## src/srl_pkg.sv

```systemverilog
// Constants shared by the set-reset latch block: register map, field positions,
// reset values and pulse generator sizing.
// Assumes a 32-bit APB register bus and one system clock.
package srl_pkg;
   // ==========================================================
   // Register map
   localparam logic [7:0] SRL_ADDR_CTRL   = 8'h00;
   localparam logic [7:0] SRL_ADDR_SRC    = 8'h04;
   localparam logic [7:0] SRL_ADDR_STATUS = 8'h08;
   localparam int         SRL_ADDR_W      = 8;
   localparam int         SRL_REG_W       = 8;

   // ==========================================================
   // Control register fields
   localparam int SRL_CTRL_LEN  = 7;
   localparam int SRL_CTRL_DIVH = 6;
   localparam int SRL_CTRL_DIVL = 4;
   localparam int SRL_CTRL_QEN  = 3;
   localparam int SRL_CTRL_NQEN = 2;
   localparam int SRL_CTRL_PSET = 1;
   localparam int SRL_CTRL_PRST = 0;

   // ==========================================================
   // Source select fields
   localparam int SRL_SRC_PIN_SET  = 7;
   localparam int SRL_SRC_CLK_SET  = 6;
   localparam int SRL_SRC_C2_SET   = 5;
   localparam int SRL_SRC_C1_SET   = 4;
   localparam int SRL_SRC_PIN_RST  = 3;
   localparam int SRL_SRC_CLK_RST  = 2;
   localparam int SRL_SRC_C2_RST   = 1;
   localparam int SRL_SRC_C1_RST   = 0;

   // ==========================================================
   // Reset values
   localparam logic [7:0] SRL_CTRL_RST = 8'h00;
   localparam logic [7:0] SRL_SRC_RST  = 8'h00;

   // ==========================================================
   // Pulse generator: shortest period 4, longest 512 cycles
   localparam int         SRL_DIV_CNT_W = 9;
   localparam logic [8:0] SRL_DIV_BASE  = 9'h004;

   // ==========================================================
   // Bus state
   typedef enum logic [1:0] {
      SRL_BUS_IDLE   = 2'b00,
      SRL_BUS_ACCESS = 2'b01
   } srl_bus_t;
endpackage : srl_pkg

```

## src/srl_latch.sv

```systemverilog
// Set-reset latch peripheral with APB register access.
// Assumes pin and comparator inputs are synchronous to core_clk.
`timescale 1ns/1ps
module srl_latch
#(
   parameter bit HAS_COMP_TWO = 1'b1
) (
   input  wire logic                            core_clk,
   input  wire logic                            rst_b,
   input  wire logic                            psel,
   input  wire logic                            penable,
   input  wire logic                            pwrite,
   input  wire logic [srl_pkg::SRL_ADDR_W-1:0]  paddr,
   input  wire logic [31:0]                     pwdata,
   output logic      [31:0]                     prdata,
   output logic                                 pready,
   output logic                                 pslverr,
   input  wire logic                            latch_input_pin,
   input  wire logic                            first_comparator,
   input  wire logic                            second_comparator,
   output logic                                 true_output_pin,
   output logic                                 true_output_drive,
   output logic                                 inverted_output_pin,
   output logic                                 inverted_output_drive
);
   import srl_pkg::*;

   // ==========================================================
   // Elaboration check
   if (SRL_DIV_CNT_W != 9) begin : g_bad_width
      $error("srl_latch: divider counter must be 9 bits");
   end

   // ==========================================================
   // Helpers
   function automatic logic [8:0] period_mask(input logic [2:0] sel);
      logic [8:0] p;
      p = SRL_DIV_BASE << sel;
      return p - 9'h001;
   endfunction : period_mask

   function automatic logic is_mapped(input logic [SRL_ADDR_W-1:0] a);
      return (a == SRL_ADDR_CTRL) || (a == SRL_ADDR_SRC) || (a == SRL_ADDR_STATUS);
   endfunction : is_mapped

   // ==========================================================
   // Registers and state
   logic [SRL_REG_W-1:0] latch_control;
   logic [SRL_REG_W-1:0] latch_source_select;
   logic                 software_set_pulse;
   logic                 software_reset_pulse;
   logic [8:0]           div_cnt;
   logic                 div_pulse;
   logic                 latch_q;
   logic                 set_in;
   logic                 rst_in;
   logic                 bus_setup;
   logic                 bus_write;
   logic                 ctrl_wr;
   logic                 src_wr;
   srl_bus_t             bus_state;
   logic [2:0]           pulse_divider_select;
   logic                 latch_enable_bit;
   logic                 true_output_enable;
   logic                 inverted_output_enable;
   logic                 comp_two;

   assign pulse_divider_select   = latch_control[SRL_CTRL_DIVH:SRL_CTRL_DIVL];
   assign latch_enable_bit       = latch_control[SRL_CTRL_LEN];
   assign true_output_enable     = latch_control[SRL_CTRL_QEN];
   assign inverted_output_enable = latch_control[SRL_CTRL_NQEN];
   assign comp_two               = HAS_COMP_TWO & second_comparator;

   // ==========================================================
   // APB slave
   // Answer comes from flops, so data is fetched in the setup cycle
   // and pready rises in the first access cycle: no wait states.
   assign bus_setup = psel && !penable;
   assign bus_write = psel && penable && pready && pwrite;
   assign ctrl_wr   = bus_write && (paddr == SRL_ADDR_CTRL);
   assign src_wr    = bus_write && (paddr == SRL_ADDR_SRC);

   always_ff @(posedge core_clk or negedge rst_b) begin
      if (!rst_b) begin
         bus_state <= SRL_BUS_IDLE;
         pready    <= 1'b0;
         pslverr   <= 1'b0;
      end else begin
         case (bus_state)
            SRL_BUS_IDLE: begin
               if (bus_setup) begin
                  bus_state <= SRL_BUS_ACCESS;
                  pready    <= 1'b1;
                  pslverr   <= !is_mapped(paddr);
               end
            end
            SRL_BUS_ACCESS: begin
               bus_state <= SRL_BUS_IDLE;
               pready    <= 1'b0;
               pslverr   <= 1'b0;
            end
            default: begin
               bus_state <= SRL_BUS_IDLE;
               pready    <= 1'b0;
               pslverr   <= 1'b0;
            end
         endcase
      end
   end

   always_ff @(posedge core_clk or negedge rst_b) begin
      if (!rst_b) begin
         prdata <= 32'h0000_0000;
      end else if (bus_setup && !pwrite) begin
         case (paddr)
            SRL_ADDR_CTRL:   prdata <= {24'h00_0000, latch_control[7:2], 2'b00};
            SRL_ADDR_SRC:    prdata <= {24'h00_0000, latch_source_select};
            SRL_ADDR_STATUS: prdata <= {31'h0000_0000, latch_enable_bit & latch_q};
            default:         prdata <= 32'h0000_0000;
         endcase
      end else if (bus_setup) begin
         prdata <= 32'h0000_0000;
      end
   end

   // ==========================================================
   // Control registers
   always_ff @(posedge core_clk or negedge rst_b) begin
      if (!rst_b) begin
         latch_control       <= SRL_CTRL_RST;
         latch_source_select <= SRL_SRC_RST;
      end else begin
         if (ctrl_wr) begin
            latch_control <= {pwdata[7:2], 2'b00};
         end
         if (src_wr) begin
            latch_source_select <= pwdata[7:0];
         end
      end
   end

   // Pulse bits are write-only strobes: one cycle each
   always_ff @(posedge core_clk or negedge rst_b) begin
      if (!rst_b) begin
         software_set_pulse   <= 1'b0;
         software_reset_pulse <= 1'b0;
      end else begin
         software_set_pulse   <= ctrl_wr && pwdata[SRL_CTRL_PSET];
         software_reset_pulse <= ctrl_wr && pwdata[SRL_CTRL_PRST];
      end
   end

   // ==========================================================
   // Periodic pulse generator
   // Free running counter; changing the divider code takes effect at once,
   // so the first period after a change may be short.
   always_ff @(posedge core_clk or negedge rst_b) begin
      if (!rst_b) begin
         div_cnt   <= 9'h000;
         div_pulse <= 1'b0;
      end else begin
         div_cnt   <= div_cnt + 9'h001;
         div_pulse <= (div_cnt & period_mask(pulse_divider_select)) == 9'h000;
      end
   end

   // ==========================================================
   // Set and reset gathering
   always_comb begin
      set_in = software_set_pulse
             | (latch_source_select[SRL_SRC_PIN_SET] & latch_input_pin)
             | (latch_source_select[SRL_SRC_CLK_SET] & div_pulse)
             | (latch_source_select[SRL_SRC_C2_SET]  & comp_two)
             | (latch_source_select[SRL_SRC_C1_SET]  & first_comparator);
      rst_in = software_reset_pulse
             | (latch_source_select[SRL_SRC_PIN_RST] & latch_input_pin)
             | (latch_source_select[SRL_SRC_CLK_RST] & div_pulse)
             | (latch_source_select[SRL_SRC_C2_RST]  & comp_two)
             | (latch_source_select[SRL_SRC_C1_RST]  & first_comparator);
   end

   // ==========================================================
   // Latch core
   // Deliberately not reset: its state is unknown until software or a
   // source sets or resets it. Holding is a plain recirculate.
   always_ff @(posedge core_clk) begin
      if (rst_in) begin
         latch_q <= 1'b0;
      end else if (set_in) begin
         latch_q <= 1'b1;
      end
   end

   // ==========================================================
   // Pin outputs
   always_ff @(posedge core_clk or negedge rst_b) begin
      if (!rst_b) begin
         true_output_pin       <= 1'b0;
         true_output_drive     <= 1'b0;
         inverted_output_pin   <= 1'b0;
         inverted_output_drive <= 1'b0;
      end else begin
         true_output_drive     <= latch_enable_bit & true_output_enable;
         true_output_pin       <= latch_enable_bit & true_output_enable & latch_q;
         inverted_output_drive <= latch_enable_bit & inverted_output_enable;
         inverted_output_pin   <= latch_enable_bit & inverted_output_enable & ~latch_q;
      end
   end
endmodule : srl_latch

```

## config.mk

```make
export PLATFORM = sky130hd
export DESIGN_NAME = srl_latch
export DESIGN_NICKNAME = d
export VERILOG_FILES = /design/src/srl_pkg.sv /design/src/srl_latch.sv
export SDC_FILE = /design/constraint.sdc
export NUM_CORES = 1
export LEC_CHECK = 0
export BUFFER_PORTS_ARGS = -buffer_cell sky130_fd_sc_hd__buf_2
export CORE_UTILIZATION = 39
export CTS_CLUSTER_DIAMETER = 60
export DETAILED_ROUTE_END_ITERATION = 6
export HOLD_SLACK_MARGIN = 0.03
export PLACE_DENSITY_LB_ADDON = 0.08
export SETUP_SLACK_MARGIN = 0.4
export SLEW_MARGIN = 15
export SYNTH_ARGS = -nofsm -noshare
export SYNTH_HDL_FRONTEND = slang
export SYNTH_SLANG_ARGS = --single-unit
```

## constraint.sdc

```tcl
create_clock -name core_clk -period 2.6 [get_ports core_clk]
set_input_delay 0.26 -clock core_clk [delete_from_list [all_inputs] [get_ports core_clk]]
set_output_delay 0.26 -clock core_clk [all_outputs]
set_load 0.05 [all_outputs]
```

==> results.toml, run 1 <==
[status]
outcome = "completed"

[synthesis]
ys_ff_latch = 41
synthCells = 185
syn-cell-area_um2 = 2060
postSynthAreaPerCell_um2 = 11.1
ys_seq_area_frac = 0.496
synth_warnings = 0
synth_cell_type_count = 38

[clock_network]
htreeDepth = 2
ctsHoldBuffers = 0
clkTransAtPathRegs_ns = 0.08
cts_tree = "done"
cts-buffers-inserted = 5
clock_sinks = 41
root_buffer = "clkbuf_8"
clk_latency_ns = 0.30
clockBufferDepth = 2

[timing]
min_period_ns = 2.02
worst_pin_slew_ns = 0.884
finalCritPeriodShare = 0.776
rsz0062_at_grt = "false"
hold_ws_ns = 0.0763
fin_setup_tns_ns = 0
finalHoldViolCount = 0
fmax_mhz = 496
relSlewSlack = 0.411
setup_viol = 0
slew_viol_final = 0
finClkSkew_ns = 0.00507

[critical_path]
crit_fanout = 10
endpoint_kind = "flop"
crit_arrival_ns = 2.19
path_class = "reg2reg"
start_kind = "flop"
cp.required_ns = 2.77

[routing]
drc = 0
ant_nets = 0
drt_iter0_markers = 87
drt_pass1_iterations = 4
num_vias = 1391
via_per_inst = 4.72
routed_wl_mm = 3.97
wl_per_cell_um = 13.5

[floorplanning]
core_area_um2 = 5110
die_area_um2 = 5580
die_y_um = 74.7
dieWidth_um = 74.7
ios = 86
initial_core_util = 0.403
rows = 26

[place]
dp.cells = 284
numPortBuffers = 37
dpl.hpwl_mm = 2.89
place_congestion = 0.738

[job]
maxCapViolCount = 0

[power]
clkPwrFrac = 0.390
p_switching_uw = 350
power_switching_share = 0.269
p_int_uw = 952
peakVddDrop_mv = 0.289
comb_power_share = 0.112
p_seq_frac = 0.498
p_per_area_nw_per_um2 = 556
p_leak_nw = 1.18

[worst_hold_path]
hold_class = "in2async"

[final_layout]
seqCellArea_um2 = 1020
n_fill_cell = 511
final_cell_count_no_fill = 295
multi_input_comb_area_um2 = 892
diodes = 0
drive_gt1_frac = 0.298
nets = 275
syn_to_final_growth_pct = 13.7

[global_route]
grt_pass1_wl_mm = 6.19
antenna_found_initial = 0
grt_pass1_vias = 1281
grt-ovfl-total = 0
grt_usage = 0.155
grt_max_degree = 41
## cell usage after synthesis
| cell type | number | area [µm²] |
|---|---|---|
| a2111oi_0 | 1 | 8.76 |
| inv_1 | 6 | 22.5 |
| mux2_2 | 8 | 90.1 |
| xor2_1 | 1 | 8.76 |
| nor2b_1 | 4 | 25.0 |
| conb_1 | 1 | 3.75 |
| o31ai_1 | 8 | 60.1 |
| and2b_2 | 1 | 8.76 |
| dfxtp_1 | 1 | 20.0 |
| buf_2 | 2 | 10.0 |
| nand2_1 | 15 | 56.3 |
| mux2_4 | 6 | 90.1 |
| nand3_1 | 5 | 25.0 |
| and2_1 | 3 | 18.8 |
| nor2_1 | 6 | 22.5 |
| and3_1 | 2 | 12.5 |
| xnor2_1 | 6 | 52.6 |
| o21ai_0 | 2 | 10.0 |
| a311oi_1 | 1 | 8.76 |
| nand2b_1 | 2 | 12.5 |
| a21oi_1 | 9 | 45.0 |
| nor4_4 | 1 | 21.3 |
| mux2i_1 | 5 | 50.1 |
| a32oi_1 | 1 | 8.76 |
| or3_1 | 3 | 18.8 |
| buf_4 | 24 | 180 |
| buf_6 | 1 | 11.3 |
| a22o_1 | 1 | 8.76 |
| a211oi_1 | 2 | 15.0 |
| a222oi_1 | 2 | 20.0 |
| clkbuf_1 | 4 | 15.0 |
| nand3b_1 | 1 | 7.51 |
| nand4_1 | 3 | 18.8 |
| dfrtp_1 | 40 | 1000 |
| nor3_1 | 1 | 5.00 |
| and4_1 | 2 | 17.5 |
| or4bb_1 | 1 | 11.3 |
| ha_1 | 3 | 37.5 |
## power by group through the flow
stage / Clock (mW) / Combinational [mW] / Sequential [mW]
final: 0.508 / 0.146 / 0.649
after global routing: 0.541 / 0.157 / 0.650
after CTS: 0.517 / 0.146 / 0.649
after detailed placement: 0 / 0.145 / 0.662
after global placement: 0 / 0.144 / 0.662
after floorplan: 0 / 0.123 / 0.671
## registers in the layout, indices dropped and copies added (netlist names)
| name | cells |
|---|---|
| pready | 1 |
| inverted_output_pin | 1 |
| software_reset_pulse | 1 |
| true_output_drive | 1 |
| software_set_pulse | 1 |
| latch_control | 6 |
| div_cnt | 9 |
| inverted_output_drive | 1 |
| prdata | 8 |
| latch_source_select | 8 |
| true_output_pin | 1 |
| latch_q | 1 |
| div_pulse | 1 |
| pslverr | 1 |
## stage by stage
stage | utilization | area [µm²] | setup WS [ns] | power [mW]
2_1_floorplan | - | 2150 | 0.610 | 0.793
3_3_place_gp | 0.431 | 2200 | 0.462 | 0.806
3_5_place_dp | 0.431 | 2200 | 0.369 | 0.807
4_1_cts | 0.453 | 2320 | 0.480 | 1.31
5_1_grt | 0.459 | 2340 | 0.428 | 1.35
6_report | 0.459 | 2340 | 0.582 | 1.30
## critical path, cell delays in order (launching register included)
cell and delay (ns):
dfrtp_2 0.47, or3_1 0.39, ha_1 0.28, or4bb_1 0.20, a21oi_1 0.08, a2111oi_2 0.38, a211oi_1 0.09
## placed cells by master (no fill, tap or decap), types with 2 or more instances in the layout
cell	Yosys	routed
nor2b_1	4	4
dfrtp_1	40	37
dfrtp_2	0	3
nand2_1	15	15
inv_1	6	6
nand3_1	5	5
clkbuf_8	0	5
o31ai_1	8	8
nand2b_1	2	2
or3_1	3	3
buf_4	24	3
conb_1	1	24
and3_1	2	2
a21oi_1	9	9
o21ai_0	2	2
nor2_1	6	6
ha_1	3	3
and2_1	3	3
mux2_2	8	8
xnor2_1	6	6
a222oi_1	2	2
a211oi_1	2	2
mux2i_1	5	5
and4_1	2	2
buf_2	2	37
nand4_1	3	3
mux2_4	6	6
## repair_timing
action,4_1_cts,5_1_grt
setup endpoints to repair,1,1
buffers inserted,0,3
gates resized for setup,2,3
## path summary, 6_finish.rpt
| kind | slack [ns] | cells after the start | startpoint | end |
|---|---|---|---|---|
| max | 0.58 | 6 | latch_control[5]$_DFFE_PN0P_ | div_pulse$_DFF_PN0_ |
| min | 0.08 | 1 | rst_b | pslverr$_DFFE_PN0P_ |
| max reg2reg | 0.58 | 6 | latch_control[5]$_DFFE_PN0P_ | div_pulse$_DFF_PN0_ |
| min reg2reg | 0.47 | 1 | div_cnt[8]$_DFF_PN0_ | div_cnt[8]$_DFF_PN0_ |
| max in group asynchronous | 1.92 | 1 | rst_b | latch_control[4]$_DFFE_PN0P_ |
| min in group core_clk | 0.17 | 3 | pwdata[0] | software_reset_pulse$_DFF_PN0_ |
## kinds of logic after synthesis
| kind of cell | synth area share |
|---|---|
| compound gates | 0.0899 |
| mux | 0.112 |
| flops | 0.496 |
| fa+ha+maj | 0.0182 |
| other cells | 0.00182 |
| simple gates | 0.137 |
| buf+inv | 0.116 |
| xor+xnor | 0.0298 |
## routing by layer
metal,routed length [µm],vias to the layer above,GRT usage
li1,-,673,-
met4,51,0,0.0503
met5,0,-,0
met2,1860,48,0.234
met1,1850,665,0.209
met3,205,5,0.0522
## final cells by class
class                      instances  share of cell area
sequential                        41               0.437
clock buffer                       6              0.0310
clock inverter                     2              0.0150
multi-input combinational        130               0.381
inverter                           6             0.00962
timing repair buffer              40              0.0887
tap                               70              0.0374
No activity file was read; power rests on OpenSTA's default activity.
==> run 2, diff against run 1 <==
Clock period 2.6 ns to 1.62 ns, I/O delays scaled along.
==> run 2 against run 1 <==
  * The run now ends with setup timing left
  * Non-clock buffer count grew 18
  * Sequential power grew 60%
  * Clock skew shrank 0.0016 ns
  * Global-route usage grew 1.4 points
  * Cell area grew 11%
  * Via count grew 6.2%
  * Die area is the same
  * Critical endpoint unchanged
  * Highest routed layer unchanged
==> results.toml, run 2 (synthesis gave the netlist of run 1 again) <==
[clock_network]
root_buffer = "clkbuf_8"
cts-buffers-inserted = 5
htreeDepth = 2
clockBufferDepth = 2
clock_sinks = 41
cts_tree = "done"
clk_latency_ns = 0.29
clkTransAtPathRegs_ns = 0.08

[global_route]
grt-ovfl-total = 0
grt_usage = 0.168
grt_max_degree = 18
grt_pass1_vias = 1403
grt_pass1_wl_mm = 6.85
antenna_found_initial = 0

[routing]
routed_wl_mm = 4.30
num_vias = 1477
drt_iter0_markers = 108
drc = 0
wl_per_cell_um = 13.7
drt_pass1_iterations = 4
via_per_inst = 4.72
ant_nets = 0

[timing]
finClkSkew_ns = 0.00345
min_period_ns = 1.66
fmax_mhz = 603
slew_viol_final = 0
relSlewSlack = 0.658
setup_slack_ns = -0.0374
finalHoldViolCount = 0
worst_pin_slew_ns = 0.512
rsz0062_at_grt = "true"
fin_setup_tns_ns = -0.0374
finalCritPeriodShare = 1.02
setup_viol = 1

[place]
place_congestion = 0.788
numPortBuffers = 37
dpl.hpwl_mm = 3.22
placed_cell_area_um2 = 2350

[critical_path]
reg2reg_from = "latch_control[6]$_DFFE_PN0P_"
start_kind = "flop"
crit_fanout = 5
crit_arrival_ns = 1.82
rr_endpoint = "div_pulse$_DFF_PN0_"
endpoint_kind = "flop"
crit_path_max_incr_delay_ns = 0.41
cp.required_ns = 1.78
regToRegSetupSlack_ns = -0.04
slowest_stage = "or3_4"
path_class = "reg2reg"
path_cells = "or3_4 > ha_4 > or4bb_1 > a21oi_2 > a2111oi_2 > a211oi_2"
ff2ff_path_depth = 6

[floorplanning]
initial_core_util = 0.403
core_area_um2 = 5110
dieWidth_um = 74.7
die_y_um = 74.7
ios = 86
rows = 26
die_area_um2 = 5580

[power]
peakVddDrop_mv = 0.344
p_leak_nw = 1.29
p_int_mw = 1.43
p_per_area_nw_per_um2 = 761
p_seq_frac = 0.525
power_switching_share = 0.280
clkPwrFrac = 0.347
comb_power_share = 0.128
p_switching_uw = 555

[job]
maxCapViolCount = 0

[worst_hold_path]
hold_class = "in2reg"
whs_path_depth = 2
hold_path_startpoint = "psel"
min_to = "pslverr$_DFFE_PN0P_"

[final_layout]
drive_gt1_frac = 0.395
diodes = 0
final_cell_mix = "dfrtp_1, buf_2, conb_1, buf_4, nand2_1"
syn_to_final_growth_pct = 26.6
top_regs = "div_cnt x9, latch_source_select x8, prdata x8"
top_register = "div_cnt"
final_common_cell = "dfrtp_1"
nets = 293
fin_area_um2 = 2610
largest_reg_flops = 9

[status]
outcome = "finished, violations left"
violations = "setup timing"
==> run 2: changes by cell type in the layout (fill, tap and decap cells not counted), moves of 2 or more <==
| cell | change |
|---|---|
| a21oi_2 | +2 |
| dfrtp_2 | -2 |
| nor2_1 | -2 |
| a21oi_1 | -2 |
| dfrtp_1 | +2 |
| or3_1 | -3 |
| mux2_4 | +8 |
| or3_4 | +3 |
| buf_6 | +3 |
| nor2_4 | +2 |
| mux2_2 | -8 |
| buf_4 | +13 |
==> run 2: how the worst max path moves through the flow <==
| stage | from | endpoint | slack (ns) | depth (start not counted) |
|---|---|---|---|---|
| floorplan | latch_control[5]$_DFFE_PN0P_ | div_pulse$_DFF_PN0_ | -0.18 | 7 |
| global placement | latch_control[5]$_DFFE_PN0P_ | div_pulse$_DFF_PN0_ | -0.14 | 6 |
| detailed placement | latch_control[6]$_DFFE_PN0P_ | div_pulse$_DFF_PN0_ | -0.18 | 7 |
| CTS | latch_control[6]$_DFFE_PN0P_ | div_pulse$_DFF_PN0_ | -0.05 | 6 |
| global route | latch_control[6]$_DFFE_PN0P_ | div_pulse$_DFF_PN0_ | -0.13 | 6 |
| finish | latch_control[6]$_DFFE_PN0P_ | div_pulse$_DFF_PN0_ | -0.04 | 6 |
==> run 2: layer usage <==
metal / routed length [µm] / part of all wire / track usage / vias to the layer above
met4: 55 / 0.013 / 0.0734 / 0
met3: 225 / 0.052 / 0.0321 / 5
li1: - / - / - / 716
met2: 1970 / 0.46 / 0.256 / 58
met5: 0 / 0 / 0 / -
met1: 2050 / 0.48 / 0.235 / 698
==> run 2: worst max-delay path: cells and delay by family, from the launching register on <==
kind            cells  cell delay (ns)
compound gates      3             0.36
fa+ha+maj           1             0.19
flops               1             0.39
simple gates        2             0.59
==> run 2: cell type report <==
type                    instances  area (µm²)
flip-flops and latches         41        1020
clock inverters                 1        7.51
multi-input cells             130        1000
fillers                       480        2500
clock buffers                   7        86.3
well taps                      70        87.6
repair buffers                 58         379
inverters                       6        22.5
==> run 2: timing repair <==
action / 4_1_cts / 5_1_grt
hold buffers: 1 / 0
pin swaps: 7 / 2
setup buffers: 5 / 2
setup endpoints to repair: 17 / 28
resized for setup: 14 / 14
endpoints found under the hold margin: 12 / 0
==> run 2: metrics by stage <==
| stage | utilization | setup slack, ns | total power, mW | hold WS (ns) | std cells |
|---|---|---|---|---|---|
| after detailed placement | 0.460 | -0.175 | 1.31 | 0.0728 | 297 |
| after global placement | 0.460 | -0.143 | 1.30 | 0.0639 | 297 |
| after floorplan | - | -0.183 | 1.28 | -0.134 | 208 |
| after CTS | 0.497 | -0.0476 | 2.01 | 0.0858 | 311 |
| final | 0.511 | -0.0374 | 1.98 | 0.0935 | 313 |
| after global routing | 0.511 | -0.133 | 2.07 | 0.103 | 313 |
==> run 2: power groups by stage <==
stage | sequential, mW | clock [mW] | combinational, mW
6_report | 1.04 | 0.689 | 0.255
4_1_cts | 1.04 | 0.714 | 0.253
2_1_floorplan | 1.08 | 0 | 0.199
3_5_place_dp | 1.06 | 0 | 0.248
5_1_grt | 1.04 | 0.752 | 0.276
3_3_place_gp | 1.06 | 0 | 0.243
